==> src/scg_pkg.sv <==
package scg_pkg;
  // ----------------------------------------------------------------
  // register map
  // ----------------------------------------------------------------
  localparam int unsigned    ADDR_W          = 12;
  localparam logic [11:0]    RUN_GATE_OFF    = 12'h108;
  localparam logic [11:0]    SLEEP_GATE_OFF  = 12'h118;
  localparam logic [11:0]    DEEP_GATE_OFF   = 12'h128;
  localparam logic [11:0]    RUN_CFG_OFF     = 12'h060;
  localparam logic [11:0]    IRQ_STATUS_OFF  = 12'h200;
  localparam logic [11:0]    IRQ_MASK_OFF    = 12'h204;
  localparam logic [11:0]    FAULT_INFO_OFF  = 12'h208;
  localparam logic [31:0]    GATE_RESET      = 32'h0000_0000;
  // usb 16, dma 13, ports h..a 7..0
  localparam logic [31:0]    GATE_WMASK      = 32'h0001_20FF;
  localparam int unsigned    USB_BIT         = 16;
  localparam int unsigned    DMA_BIT         = 13;
  localparam int unsigned    AUTO_SEL_BIT    = 27;
  localparam int unsigned    NUM_UNITS       = 10;
  // irq status bits
  localparam int unsigned    IRQ_FAULT_BIT   = 0;
  localparam int unsigned    IRQ_MODE_BIT    = 1;
  localparam logic [1:0]     IRQ_WMASK       = 2'h3;

  typedef enum logic [1:0] {
    SCG_RUN,
    SCG_SLEEP,
    SCG_DEEP
  } scg_mode_t;
endpackage

==> src/scg_gate.sv <==
// Function
// [RULE1] a set enable clocks its unit, a clear one leaves it unclocked and disabled.
// [RULE2] any access to a gated-off unit is answered with a bus fault.
// [RULE3] reset clears the sleep gating register to all zeros.
// [RULE4] sleep register governs in sleep, run register in run, deep-sleep register in deep sleep.
// [RULE5] sleep settings apply only while the automatic gating select bit is set.
// [RULE6] bit 16 is the read/write usb controller enable, reset zero.
// [RULE7] bit 13 is the read/write dma controller enable, reset zero.
// [RULE8] bits 7..0 are read/write enables for ports h..a, bit 0 port a.
// [RULE9] bits 31:17, 15:14 and 12:8 are read-only zero.
// [RULE10] software must enable every unit it needs after reset.
// [RULE11] one enable source per unit, chosen from power state and the select bit.
module scg_gate (
  // clock and reset
  input  wire logic                      clock,
  input  wire logic                      rst_n,
  // register port
  input  wire logic [11:0]               addr,
  input  wire logic [31:0]               wdata,
  input  wire logic                      wr,
  input  wire logic                      rd,
  output logic      [31:0]               rdata,
  // power state from the system
  input  wire logic                      sleep_req,
  input  wire logic                      deep_req,
  // unit bus monitor: access strobe per unit
  input  wire logic [9:0]                unit_access,
  // gated clocks and results
  output logic      [9:0]                unit_clk,
  output logic      [9:0]                unit_en,
  output logic      [9:0]                unit_fault,
  output logic                           irq
);
  // ----------------------------------------------------------------
  // state
  // ----------------------------------------------------------------
  typedef struct packed {
    logic [31:0]        run_gate;
    logic [31:0]        sleep_gate;
    logic [31:0]        deep_gate;
    logic               auto_sel;
    logic [1:0]         sleep_s;
    logic [1:0]         deep_s;
    scg_pkg::scg_mode_t mode;
    logic [9:0]         fault;
    logic [9:0]         fault_info;
    logic [1:0]         irq_status;
    logic [1:0]         irq_mask;
    logic [31:0]        rdata;
  } scg_state_t;

  scg_state_t s_q;
  scg_state_t s_d;
  logic [9:0] en_now;
  logic [31:0] sel_gate;
  logic        clk_en_q [10];

  // pack unit enables: usb, dma, ports h..a
  function automatic logic [9:0] pick(input logic [31:0] g);
    pick = {g[scg_pkg::USB_BIT], g[scg_pkg::DMA_BIT], g[7:0]}; // [RULE6] [RULE7] [RULE8]
  endfunction

  // ----------------------------------------------------------------
  // enable source selection
  // ----------------------------------------------------------------
  always_comb
  begin
    // without the select bit, sleep states keep the run settings
    if (!s_q.auto_sel || s_q.mode == scg_pkg::SCG_RUN)
    begin
      sel_gate = s_q.run_gate; // [RULE5] [RULE11]
    end
    else if (s_q.mode == scg_pkg::SCG_SLEEP)
    begin
      sel_gate = s_q.sleep_gate; // [RULE4]
    end
    else
    begin
      sel_gate = s_q.deep_gate; // [RULE4]
    end
    en_now = pick(sel_gate);
  end

  // ----------------------------------------------------------------
  // next state
  // ----------------------------------------------------------------
  always_comb
  begin
    s_d = s_q;
    s_d.sleep_s = {s_q.sleep_s[0], sleep_req};
    s_d.deep_s  = {s_q.deep_s[0], deep_req};
    case ({s_q.deep_s[1], s_q.sleep_s[1]})
      2'b00:   s_d.mode = scg_pkg::SCG_RUN;
      2'b01:   s_d.mode = scg_pkg::SCG_SLEEP;
      default: s_d.mode = scg_pkg::SCG_DEEP;
    endcase
    if (s_d.mode != s_q.mode)
    begin
      s_d.irq_status[scg_pkg::IRQ_MODE_BIT] = 1'b1;
    end
    s_d.fault = unit_access & ~en_now; // [RULE2]
    s_d.rdata = 32'h0000_0000;
    if (rd)
    begin
      case (addr)
        scg_pkg::RUN_GATE_OFF:   s_d.rdata = s_q.run_gate;
        scg_pkg::SLEEP_GATE_OFF: s_d.rdata = s_q.sleep_gate;
        scg_pkg::DEEP_GATE_OFF:  s_d.rdata = s_q.deep_gate;
        scg_pkg::RUN_CFG_OFF:    s_d.rdata = 32'(s_q.auto_sel) << scg_pkg::AUTO_SEL_BIT;
        scg_pkg::IRQ_STATUS_OFF:
        begin
          s_d.rdata = {30'h0000_0000, s_q.irq_status};
          s_d.irq_status = 2'h0;
        end
        scg_pkg::IRQ_MASK_OFF:   s_d.rdata = {30'h0000_0000, s_q.irq_mask};
        scg_pkg::FAULT_INFO_OFF: s_d.rdata = {22'h00_0000, s_q.fault_info};
        default:                 s_d.rdata = 32'h0000_0000;
      endcase
    end
    if (wr)
    begin
      case (addr)
        scg_pkg::RUN_GATE_OFF:   s_d.run_gate = wdata & scg_pkg::GATE_WMASK;
        scg_pkg::SLEEP_GATE_OFF: s_d.sleep_gate = wdata & scg_pkg::GATE_WMASK; // [RULE9]
        scg_pkg::DEEP_GATE_OFF:  s_d.deep_gate = wdata & scg_pkg::GATE_WMASK;
        scg_pkg::RUN_CFG_OFF:    s_d.auto_sel = wdata[scg_pkg::AUTO_SEL_BIT];
        scg_pkg::IRQ_MASK_OFF:   s_d.irq_mask = wdata[1:0] & scg_pkg::IRQ_WMASK;
        default:                 s_d.irq_mask = s_d.irq_mask;
      endcase
    end
    // set beats the read-clear in the same cycle
    if (|s_d.fault)
    begin
      s_d.irq_status[scg_pkg::IRQ_FAULT_BIT] = 1'b1;
      s_d.fault_info = s_d.fault;
    end
    if (s_d.mode != s_q.mode)
    begin
      s_d.irq_status[scg_pkg::IRQ_MODE_BIT] = 1'b1;
    end
  end

  // ----------------------------------------------------------------
  // registers
  // ----------------------------------------------------------------
  always_ff @(posedge clock)
  begin
    if (!rst_n)
    begin
      s_q <= '0; // [RULE3]
      s_q.sleep_gate <= scg_pkg::GATE_RESET; // [RULE3]
      s_q.mode <= scg_pkg::SCG_RUN;
    end
    else
    begin
      s_q <= s_d;
    end
  end

  // ----------------------------------------------------------------
  // glitch-free clock gates, enable latched on the low phase
  // ----------------------------------------------------------------
  for (genvar i = 0; i < 10; i++)
  begin : g_gate
    always_ff @(negedge clock)
    begin
      clk_en_q[i] <= en_now[i] & rst_n;
    end
    assign unit_clk[i] = clock & clk_en_q[i]; // [RULE1]
  end

  assign unit_en    = en_now; // [RULE1] [RULE10]
  assign unit_fault = s_q.fault;
  assign rdata      = s_q.rdata;
  assign irq        = |(s_q.irq_status & s_q.irq_mask);

  // ----------------------------------------------------------------
  // checks: reset and register map
  // ----------------------------------------------------------------
  reserved_zero_a: assert property (@(posedge clock) disable iff (!rst_n) // [RULE9]
    (s_q.sleep_gate & ~scg_pkg::GATE_WMASK) == 32'h0000_0000)
    else $error("reserved sleep gate bits set");

  reset_clear_a: assert property (@(posedge clock) // [RULE3]
    !rst_n |=> s_q.sleep_gate == 32'h0000_0000)
    else $error("sleep gate not cleared by reset");

  run_reset_a: assert property (@(posedge clock) // [RULE3]
    !rst_n |=> (s_q.run_gate == 32'h0000_0000 && s_q.deep_gate == 32'h0000_0000))
    else $error("gate registers not cleared by reset");

  en_reset_a: assert property (@(posedge clock) // [RULE3]
    !rst_n |=> unit_en == 10'h000)
    else $error("unit enabled straight after reset");

  irq_reset_a: assert property (@(posedge clock) // [RULE3]
    !rst_n |=> !irq)
    else $error("interrupt high straight after reset");

  usb_write_a: assert property (@(posedge clock) disable iff (!rst_n) // [RULE6]
    (wr && addr == scg_pkg::SLEEP_GATE_OFF) |=> s_q.sleep_gate[16] == $past(wdata[16]))
    else $error("usb enable not written");

  usb_read_a: assert property (@(posedge clock) disable iff (!rst_n) // [RULE6]
    (rd && addr == scg_pkg::SLEEP_GATE_OFF && !wr) |=> rdata[16] == $past(s_q.sleep_gate[16]))
    else $error("usb enable misread");

  dma_write_a: assert property (@(posedge clock) disable iff (!rst_n) // [RULE7]
    (wr && addr == scg_pkg::SLEEP_GATE_OFF) |=> s_q.sleep_gate[13] == $past(wdata[13]))
    else $error("dma enable not written");

  dma_read_a: assert property (@(posedge clock) disable iff (!rst_n) // [RULE7]
    (rd && addr == scg_pkg::SLEEP_GATE_OFF && !wr) |=> rdata[13] == $past(s_q.sleep_gate[13]))
    else $error("dma enable misread");

  port_read_a: assert property (@(posedge clock) disable iff (!rst_n) // [RULE8]
    (rd && addr == scg_pkg::SLEEP_GATE_OFF && !wr) |=> rdata[7:0] == $past(s_q.sleep_gate[7:0]))
    else $error("port enables misread");

  port_write_a: assert property (@(posedge clock) disable iff (!rst_n) // [RULE8]
    (wr && addr == scg_pkg::SLEEP_GATE_OFF) |=> s_q.sleep_gate[7:0] == $past(wdata[7:0]))
    else $error("port enables not written");

  rsvd_read_a: assert property (@(posedge clock) disable iff (!rst_n) // [RULE9]
    (rd && addr == scg_pkg::SLEEP_GATE_OFF && !wr) |=> (rdata & ~scg_pkg::GATE_WMASK) == 32'h0000_0000)
    else $error("reserved bits read nonzero");

  rsvd_other_a: assert property (@(posedge clock) disable iff (!rst_n) // [RULE9]
    ((s_q.run_gate | s_q.deep_gate) & ~scg_pkg::GATE_WMASK) == 32'h0000_0000)
    else $error("reserved run or deep gate bits set");

  // ----------------------------------------------------------------
  // checks: enable selection
  // ----------------------------------------------------------------
  sleep_select_a: assert property (@(posedge clock) disable iff (!rst_n) // [RULE4]
    (s_q.auto_sel && s_q.mode == scg_pkg::SCG_SLEEP) |-> en_now == pick(s_q.sleep_gate))
    else $error("sleep register not applied");

  run_select_a: assert property (@(posedge clock) disable iff (!rst_n) // [RULE4]
    (s_q.mode == scg_pkg::SCG_RUN) |-> en_now == pick(s_q.run_gate))
    else $error("run register not applied in run");

  sleep_sync_a: assert property (@(posedge clock) disable iff (!rst_n) // [RULE4]
    (s_q.sleep_s[1] && !s_q.deep_s[1]) |=> s_q.mode == scg_pkg::SCG_SLEEP)
    else $error("sleep state not entered");

  run_sync_a: assert property (@(posedge clock) disable iff (!rst_n) // [RULE4]
    (!s_q.sleep_s[1] && !s_q.deep_s[1]) |=> s_q.mode == scg_pkg::SCG_RUN)
    else $error("run state not entered");

  no_auto_run_a: assert property (@(posedge clock) disable iff (!rst_n) // [RULE5]
    !s_q.auto_sel |-> en_now == pick(s_q.run_gate))
    else $error("run register not applied without select");

  no_auto_deep_a: assert property (@(posedge clock) disable iff (!rst_n) // [RULE5]
    (!s_q.auto_sel && s_q.mode == scg_pkg::SCG_DEEP) |-> en_now == pick(s_q.run_gate))
    else $error("deep register applied without select");

  // per-field mapping, written against the register bits directly
  usb_unit_a: assert property (@(posedge clock) disable iff (!rst_n) // [RULE6]
    (s_q.auto_sel && s_q.mode == scg_pkg::SCG_SLEEP) |-> unit_en[9] == s_q.sleep_gate[16])
    else $error("usb enable mapped wrongly");

  dma_unit_a: assert property (@(posedge clock) disable iff (!rst_n) // [RULE7]
    (s_q.auto_sel && s_q.mode == scg_pkg::SCG_SLEEP) |-> unit_en[8] == s_q.sleep_gate[13])
    else $error("dma enable mapped wrongly");

  port_unit_a: assert property (@(posedge clock) disable iff (!rst_n) // [RULE8]
    (s_q.auto_sel && s_q.mode == scg_pkg::SCG_SLEEP) |-> unit_en[7:0] == s_q.sleep_gate[7:0])
    else $error("port enables mapped wrongly");

  deep_select_a: assert property (@(posedge clock) disable iff (!rst_n) // [RULE11]
    (s_q.auto_sel && s_q.mode == scg_pkg::SCG_DEEP) |-> en_now == pick(s_q.deep_gate))
    else $error("deep register not applied");

  deep_wins_a: assert property (@(posedge clock) disable iff (!rst_n) // [RULE11]
    s_q.deep_s[1] |=> s_q.mode == scg_pkg::SCG_DEEP)
    else $error("deep state not preferred");

  // ----------------------------------------------------------------
  // checks: faults and gated clocks
  // ----------------------------------------------------------------
  fault_gated_a: assert property (@(posedge clock) disable iff (!rst_n) // [RULE2]
    (unit_access[0] && !en_now[0]) |=> unit_fault[0])
    else $error("no fault on gated access");

  no_fault_open_a: assert property (@(posedge clock) disable iff (!rst_n) // [RULE2]
    (unit_access[9] && en_now[9]) |=> !unit_fault[9])
    else $error("fault on clocked unit");

  fault_quiet_a: assert property (@(posedge clock) disable iff (!rst_n) // [RULE2]
    (unit_access == 10'h000) |=> unit_fault == 10'h000)
    else $error("fault without access");

  fault_flag_a: assert property (@(posedge clock) disable iff (!rst_n) // [RULE2]
    (|unit_fault) |-> s_q.irq_status[scg_pkg::IRQ_FAULT_BIT])
    else $error("fault not flagged in status");

  // the low-phase latch must track the enable seen at the rising edge
  clk_follow_hi_a: assert property (@(posedge clock) disable iff (!rst_n) // [RULE1]
    clk_en_q[9] == en_now[9])
    else $error("usb clock gate out of step");

  clk_follow_lo_a: assert property (@(posedge clock) disable iff (!rst_n) // [RULE1]
    clk_en_q[0] == en_now[0])
    else $error("port a clock gate out of step");
endmodule

==> config.mk <==
export PLATFORM = sky130hd
export DESIGN_NAME = scg_gate
export DESIGN_NICKNAME = d
export VERILOG_FILES = /design/src/scg_pkg.sv /design/src/scg_gate.sv
export SDC_FILE = /design/constraint.sdc
export NUM_CORES = 1
export LEC_CHECK = 0
export BUFFER_PORTS_ARGS = -buffer_cell sky130_fd_sc_hd__buf_2
export CAP_MARGIN = 20
export CORE_ASPECT_RATIO = 0.8
export CORE_UTILIZATION = 30
export DETAILED_ROUTE_END_ITERATION = 12
export GPL_ROUTABILITY_DRIVEN = 0
export PLACE_DENSITY_LB_ADDON = 0.25
export SYNTH_ARGS = -nofsm -noshare
export SYNTH_HDL_FRONTEND = slang
export SYNTH_SLANG_ARGS = --single-unit
==> constraint.sdc <==
create_clock -name clock -period 2.9 [get_ports clock]
set_clock_uncertainty 0.1 [all_clocks]
set_input_delay 0 -clock clock [delete_from_list [all_inputs] [get_ports clock]]
set_output_delay 0 -clock clock [all_outputs]
set_load 0.05 [all_outputs]
==> results by stage <==
Hold path:
- For hold timing, the worst endpoint is s_q[62].
- The path class of the tightest hold or removal check is in2reg.
- The worst hold path cell count is 5.
- The worst hold path begins at addr[0].

Floorplanning:
- The floorplan step set the die width to 129 microns.
- The region available for standard cell placement spans 12300 sq um.
- In this run the core area contains 36 standard-cell rows.
- The initial utilization of the core area, before any placement, comes to 31.2%.
- The chip height is 103 microns.
- The area enclosed by the die boundary is 13300 sq um.
- The number of ports placed on the die boundary is 123.

Placed design:
- Timing analysis after detailed placement gives a worst setup slack of 0.106 ns.
- After legalization and detailed placement, the total HPWL measured 8120 microns.
- The cell count after placement is 679.
- Port buffering added 82 buffers.
- In this run the cell area measured after placement is 4310 sq um.

Finish:
- The filler cell count is 1301.
- The final non-filler cell area is 5050 sq um.
- The number of inserted diodes is 0.
- The non-filler instance count after layout is 739.
- In the final design database the tool counted 622 nets.
- The synthesis-to-layout area growth is 31.2%.
- The fraction of final layout cells sized beyond drive strength 1 is 25.4%.

Logic synthesis:
- By area the synthesized netlist is led by sky130_fd_sc_hd__dfxtp_1, sky130_fd_sc_hd__buf_4, sky130_fd_sc_hd__nand2_1.
- After Yosys synthesis, and, or, nand and nor cells account for 25.7% of the synthesized area.
- After synthesis, the mean cell area works out to 8.58 sq um.
- The synthesized netlist devotes 14.4% of its cell area to compound gates.
- The library cell with the largest summed area after synthesis is sky130_fd_sc_hd__dfxtp_1.
- Synthesis inferred 84 register bits.
- The netlist area before placement is 3840 sq um.
- The post-synthesis sequential area ratio is 43.7%.
- During synthesis, Yosys emitted a total of 0 warnings.
- The portion of synthesized area spent on multiplexers is 1.69%.
- The share of synthesized area in the top cell type comes to 43.7%.
- The cell count after synthesis is 448.
- The synthesized netlist contains 52 unique library cells.
- The async set-or-reset flop fraction in the synthesized netlist is 0%.
- The number of flops mapped to enable cells by yosys is 0.
- Among all flip-flop cells after synthesis, the most frequent one is sky130_fd_sc_hd__dfxtp_1.
- The fraction of synthesized cell area in xor and xnor cells is 0.228%.
- By area, the combinational part of the netlist is dominated by simple AND/OR/NAND/NOR gates.
- Summing the areas of all fa, ha and maj instances in the mapped netlist gives 0% of the synthesized area.

Setup path:
- The critical path endpoint category is an output port.
- For this run, the slowest stage of the critical path takes 0.34 ns.
- The startpoint identified for the worst register-to-register timing path is s_q[57].
- The cell family contributing the most delay on the critical path is flip-flops.
- Setup slack on the worst reg-to-reg path comes out at 0.13 ns.
- The worst register-to-register path has a depth of 6.
- The slowest stage cell on the critical path is sky130_fd_sc_hd__dfxtp_1.
- The path type of the worst setup path is reg2out.
- Along the worst path, the maximum fanout reaches 1.
- The reg-to-reg critical path endpoint is clk_en_q[0].
- The count of buffer and inverter cells on the critical path is 1.
- At the worst endpoint, the required time is 2.80 ns.
- The arrival time of the worst setup path is 2.70 ns.
- The critical path goes through and2_1 > buf_2.
- STA classifies the critical path startpoint as a flop.

Routing:
- The number of iterations in the first detailed-routing pass is 6.
- The number of remaining DRC errors is 0.
- The number of DRC markers in iteration 0 is 254.
- Once detail routing completed, the nets flagged for antenna violations numbered 0.
- The final layout contains routed wiring with a total length of 11400 microns.
- The detailed-route wire length per cell is 15.5 microns.
- The via count of the routed design is 3476.
- After detailed routing, the number of vias per cell comes to 4.70.

Power:
- In this run the static leakage power is 2.23 nW.
- The areal power density over the cells is 582 nW/um^2.
- The largest vdd supply drop is 0.287 mV.

Clocking:
- After clock tree synthesis, the clock-pin slew on the worst setup and hold paths is 0.06 ns.
- The clock tree from TritonCTS is built.
- Once the clock tree was built, the setup fixing pass inserted 0 buffers.
- The clock insertion delay at the later pin of the skew report is 0.45 ns.

Global route:
- The initial antenna violation count is 0.
- The via count of the first global-routing pass was 3508.
- The first-pass GRT wire length is 18200 microns.
- Across every metal layer, demand over resource in global routing totals 18.3%.
- The total overflow left after global routing is 0.
- The pin count of the biggest net entering global routing is 36.

STA:
- Setup violations remaining at the end of the flow were counted as 0.
- Setup repair after global routing left no endpoint under its margin.
- The final worst slack is 0.103 ns.
- The remaining max-slew budget at the tightest pin is 62.6%.
- The number of max-slew violations in the final report is 0.
- The count of endpoints failing hold in the final timing report came to 0.
- The setup TNS is 0 ns.
- The slew at the pin with the worst max-slew slack is 0.559 ns.

Run:
- The tool flagged a number of max-cap violations equal to 0.

Run status:
- The run finished with clean final reports.
[logic make-up (layout without fill, tap and decap cells)]
| logic type | after synthesis | in the layout |
|---|---|---|
| AND/OR/NAND/NOR | 181 | 181 |
| buffers and inverters | 92 | 194 |
| flip-flops | 84 | 84 |
| AO/OA/AOI/OAI | 83 | 83 |
| multiplexers | 6 | 6 |
| other | 1 | 19 |
| XOR/XNOR | 1 | 1 |
[where the power goes]
part | switching [W] | leakage, nW | total [W] | internal [W]
combinational | 0.000156 | 1.21 | 0.000232 | 0.0000753
sequential | 0.0000119 | 0.684 | 0.00119 | 0.00118
clock | 0.000587 | 0.330 | 0.00152 | 0.000931
total | 0.000755 | 2.23 | 0.00294 | 0.00218
[area by class of cell]
class | instances | area, sq um | share of cell area [%]
flip-flops and latches | 84 | 1680 | 33.3
multi-input cells | 290 | 1690 | 33.5
repair buffers | 130 | 883 | 17.5
clock buffers | 24 | 379 | 7.51
inverters | 23 | 86.3 | 1.71
clock inverters | 17 | 109 | 2.16
well taps | 171 | 214 | 4.24
[layout by cell type (no fill, tap or decap), types with 5 or more instances in the layout]
cell and instances:
sky130_fd_sc_hd__and2_1 19, sky130_fd_sc_hd__a21oi_1 40, sky130_fd_sc_hd__clkbuf_16 13, sky130_fd_sc_hd__nand2_1 66, sky130_fd_sc_hd__nand3b_1 8, sky130_fd_sc_hd__conb_1 19
sky130_fd_sc_hd__nand4bb_1 6, sky130_fd_sc_hd__buf_2 82, sky130_fd_sc_hd__nor2_1 17, sky130_fd_sc_hd__buf_4 27, sky130_fd_sc_hd__and3_1 5, sky130_fd_sc_hd__dfxtp_1 84
sky130_fd_sc_hd__nand3_1 30, sky130_fd_sc_hd__inv_1 32, sky130_fd_sc_hd__dlygate4sd3_1 30, sky130_fd_sc_hd__o211ai_1 6, sky130_fd_sc_hd__o31ai_1 10, sky130_fd_sc_hd__a222oi_1 10
[routing by layer]
metal,global-route usage (%),wire length (microns)
met1,25.6,5960
met2,26.4,4750
met4,6.97,75
met5,0,0
met3,5.45,647
[state kept, by name (all words and copies together) (netlist names)]
register	cells
rdata	13
s_q	49
clk_en_q	10
unit_fault	10
s_d	2
[cells in the mapped netlist, drive strengths merged (2+ instances only)]
master / number
a222oi: 10
nand3: 30
a21oi: 40
or2b: 2
a22o: 3
nor4: 5
and2: 19
inv: 24
and4b: 2
o211ai: 6
nor2b: 2
nor3: 3
nor3b: 4
a21boi: 2
nand3b: 8
o21ai: 4
o31ai: 10
mux2i: 2
dfxtp: 84
mux2: 4
or4: 2
a211oi: 2
a22oi: 2
buf: 55
nor2: 17
nand4bb: 6
nand2: 66
nand2b: 2
clkbuf: 13
and3: 5
or4b: 2
[metrics by stage]
stage,hold WS (ns),utilization [%],total power [W]
2_1_floorplan,0.0273,-,0.00142
3_3_place_gp,0.114,34.9,0.00144
3_5_place_dp,0.117,34.9,0.00144
4_1_cts,0.0344,40.9,0.00296
5_1_grt,0.0984,40.9,0.00305
6_report,0.0404,40.9,0.00294
[worst register-to-register path: stages, from the launching register on]
cell and delay [ns]:
sky130_fd_sc_hd__dfxtp_1 0.43, sky130_fd_sc_hd__buf_4 0.20, sky130_fd_sc_hd__nor3b_1 0.06, sky130_fd_sc_hd__o21ai_0 0.24, sky130_fd_sc_hd__buf_4 0.16, sky130_fd_sc_hd__nand2_1 0.06, sky130_fd_sc_hd__nor2_1 0.07
[how the worst max path moves through the flow]
stage                      startpoint          end  slack, ns  cells after the start
after CTS                 clk_en_q[1]  unit_clk[1]       0.09                      2
after detailed placement      s_q[62]  clk_en_q[7]       0.11                      4
after floorplan               s_q[62]  clk_en_q[8]       0.13                      4
after global routing          s_q[57]  clk_en_q[0]       0.04                      6
final                     clk_en_q[1]  unit_clk[1]       0.10                      2
after global placement        s_q[57]  clk_en_q[0]       0.13                      4
[what timing repair did]
action / in CTS / in global routing
hold buffers: 30 / 0
gates resized for setup: 0 / 0
hold endpoints to repair: 70 / 0
(Power assumes the default switching activity.)
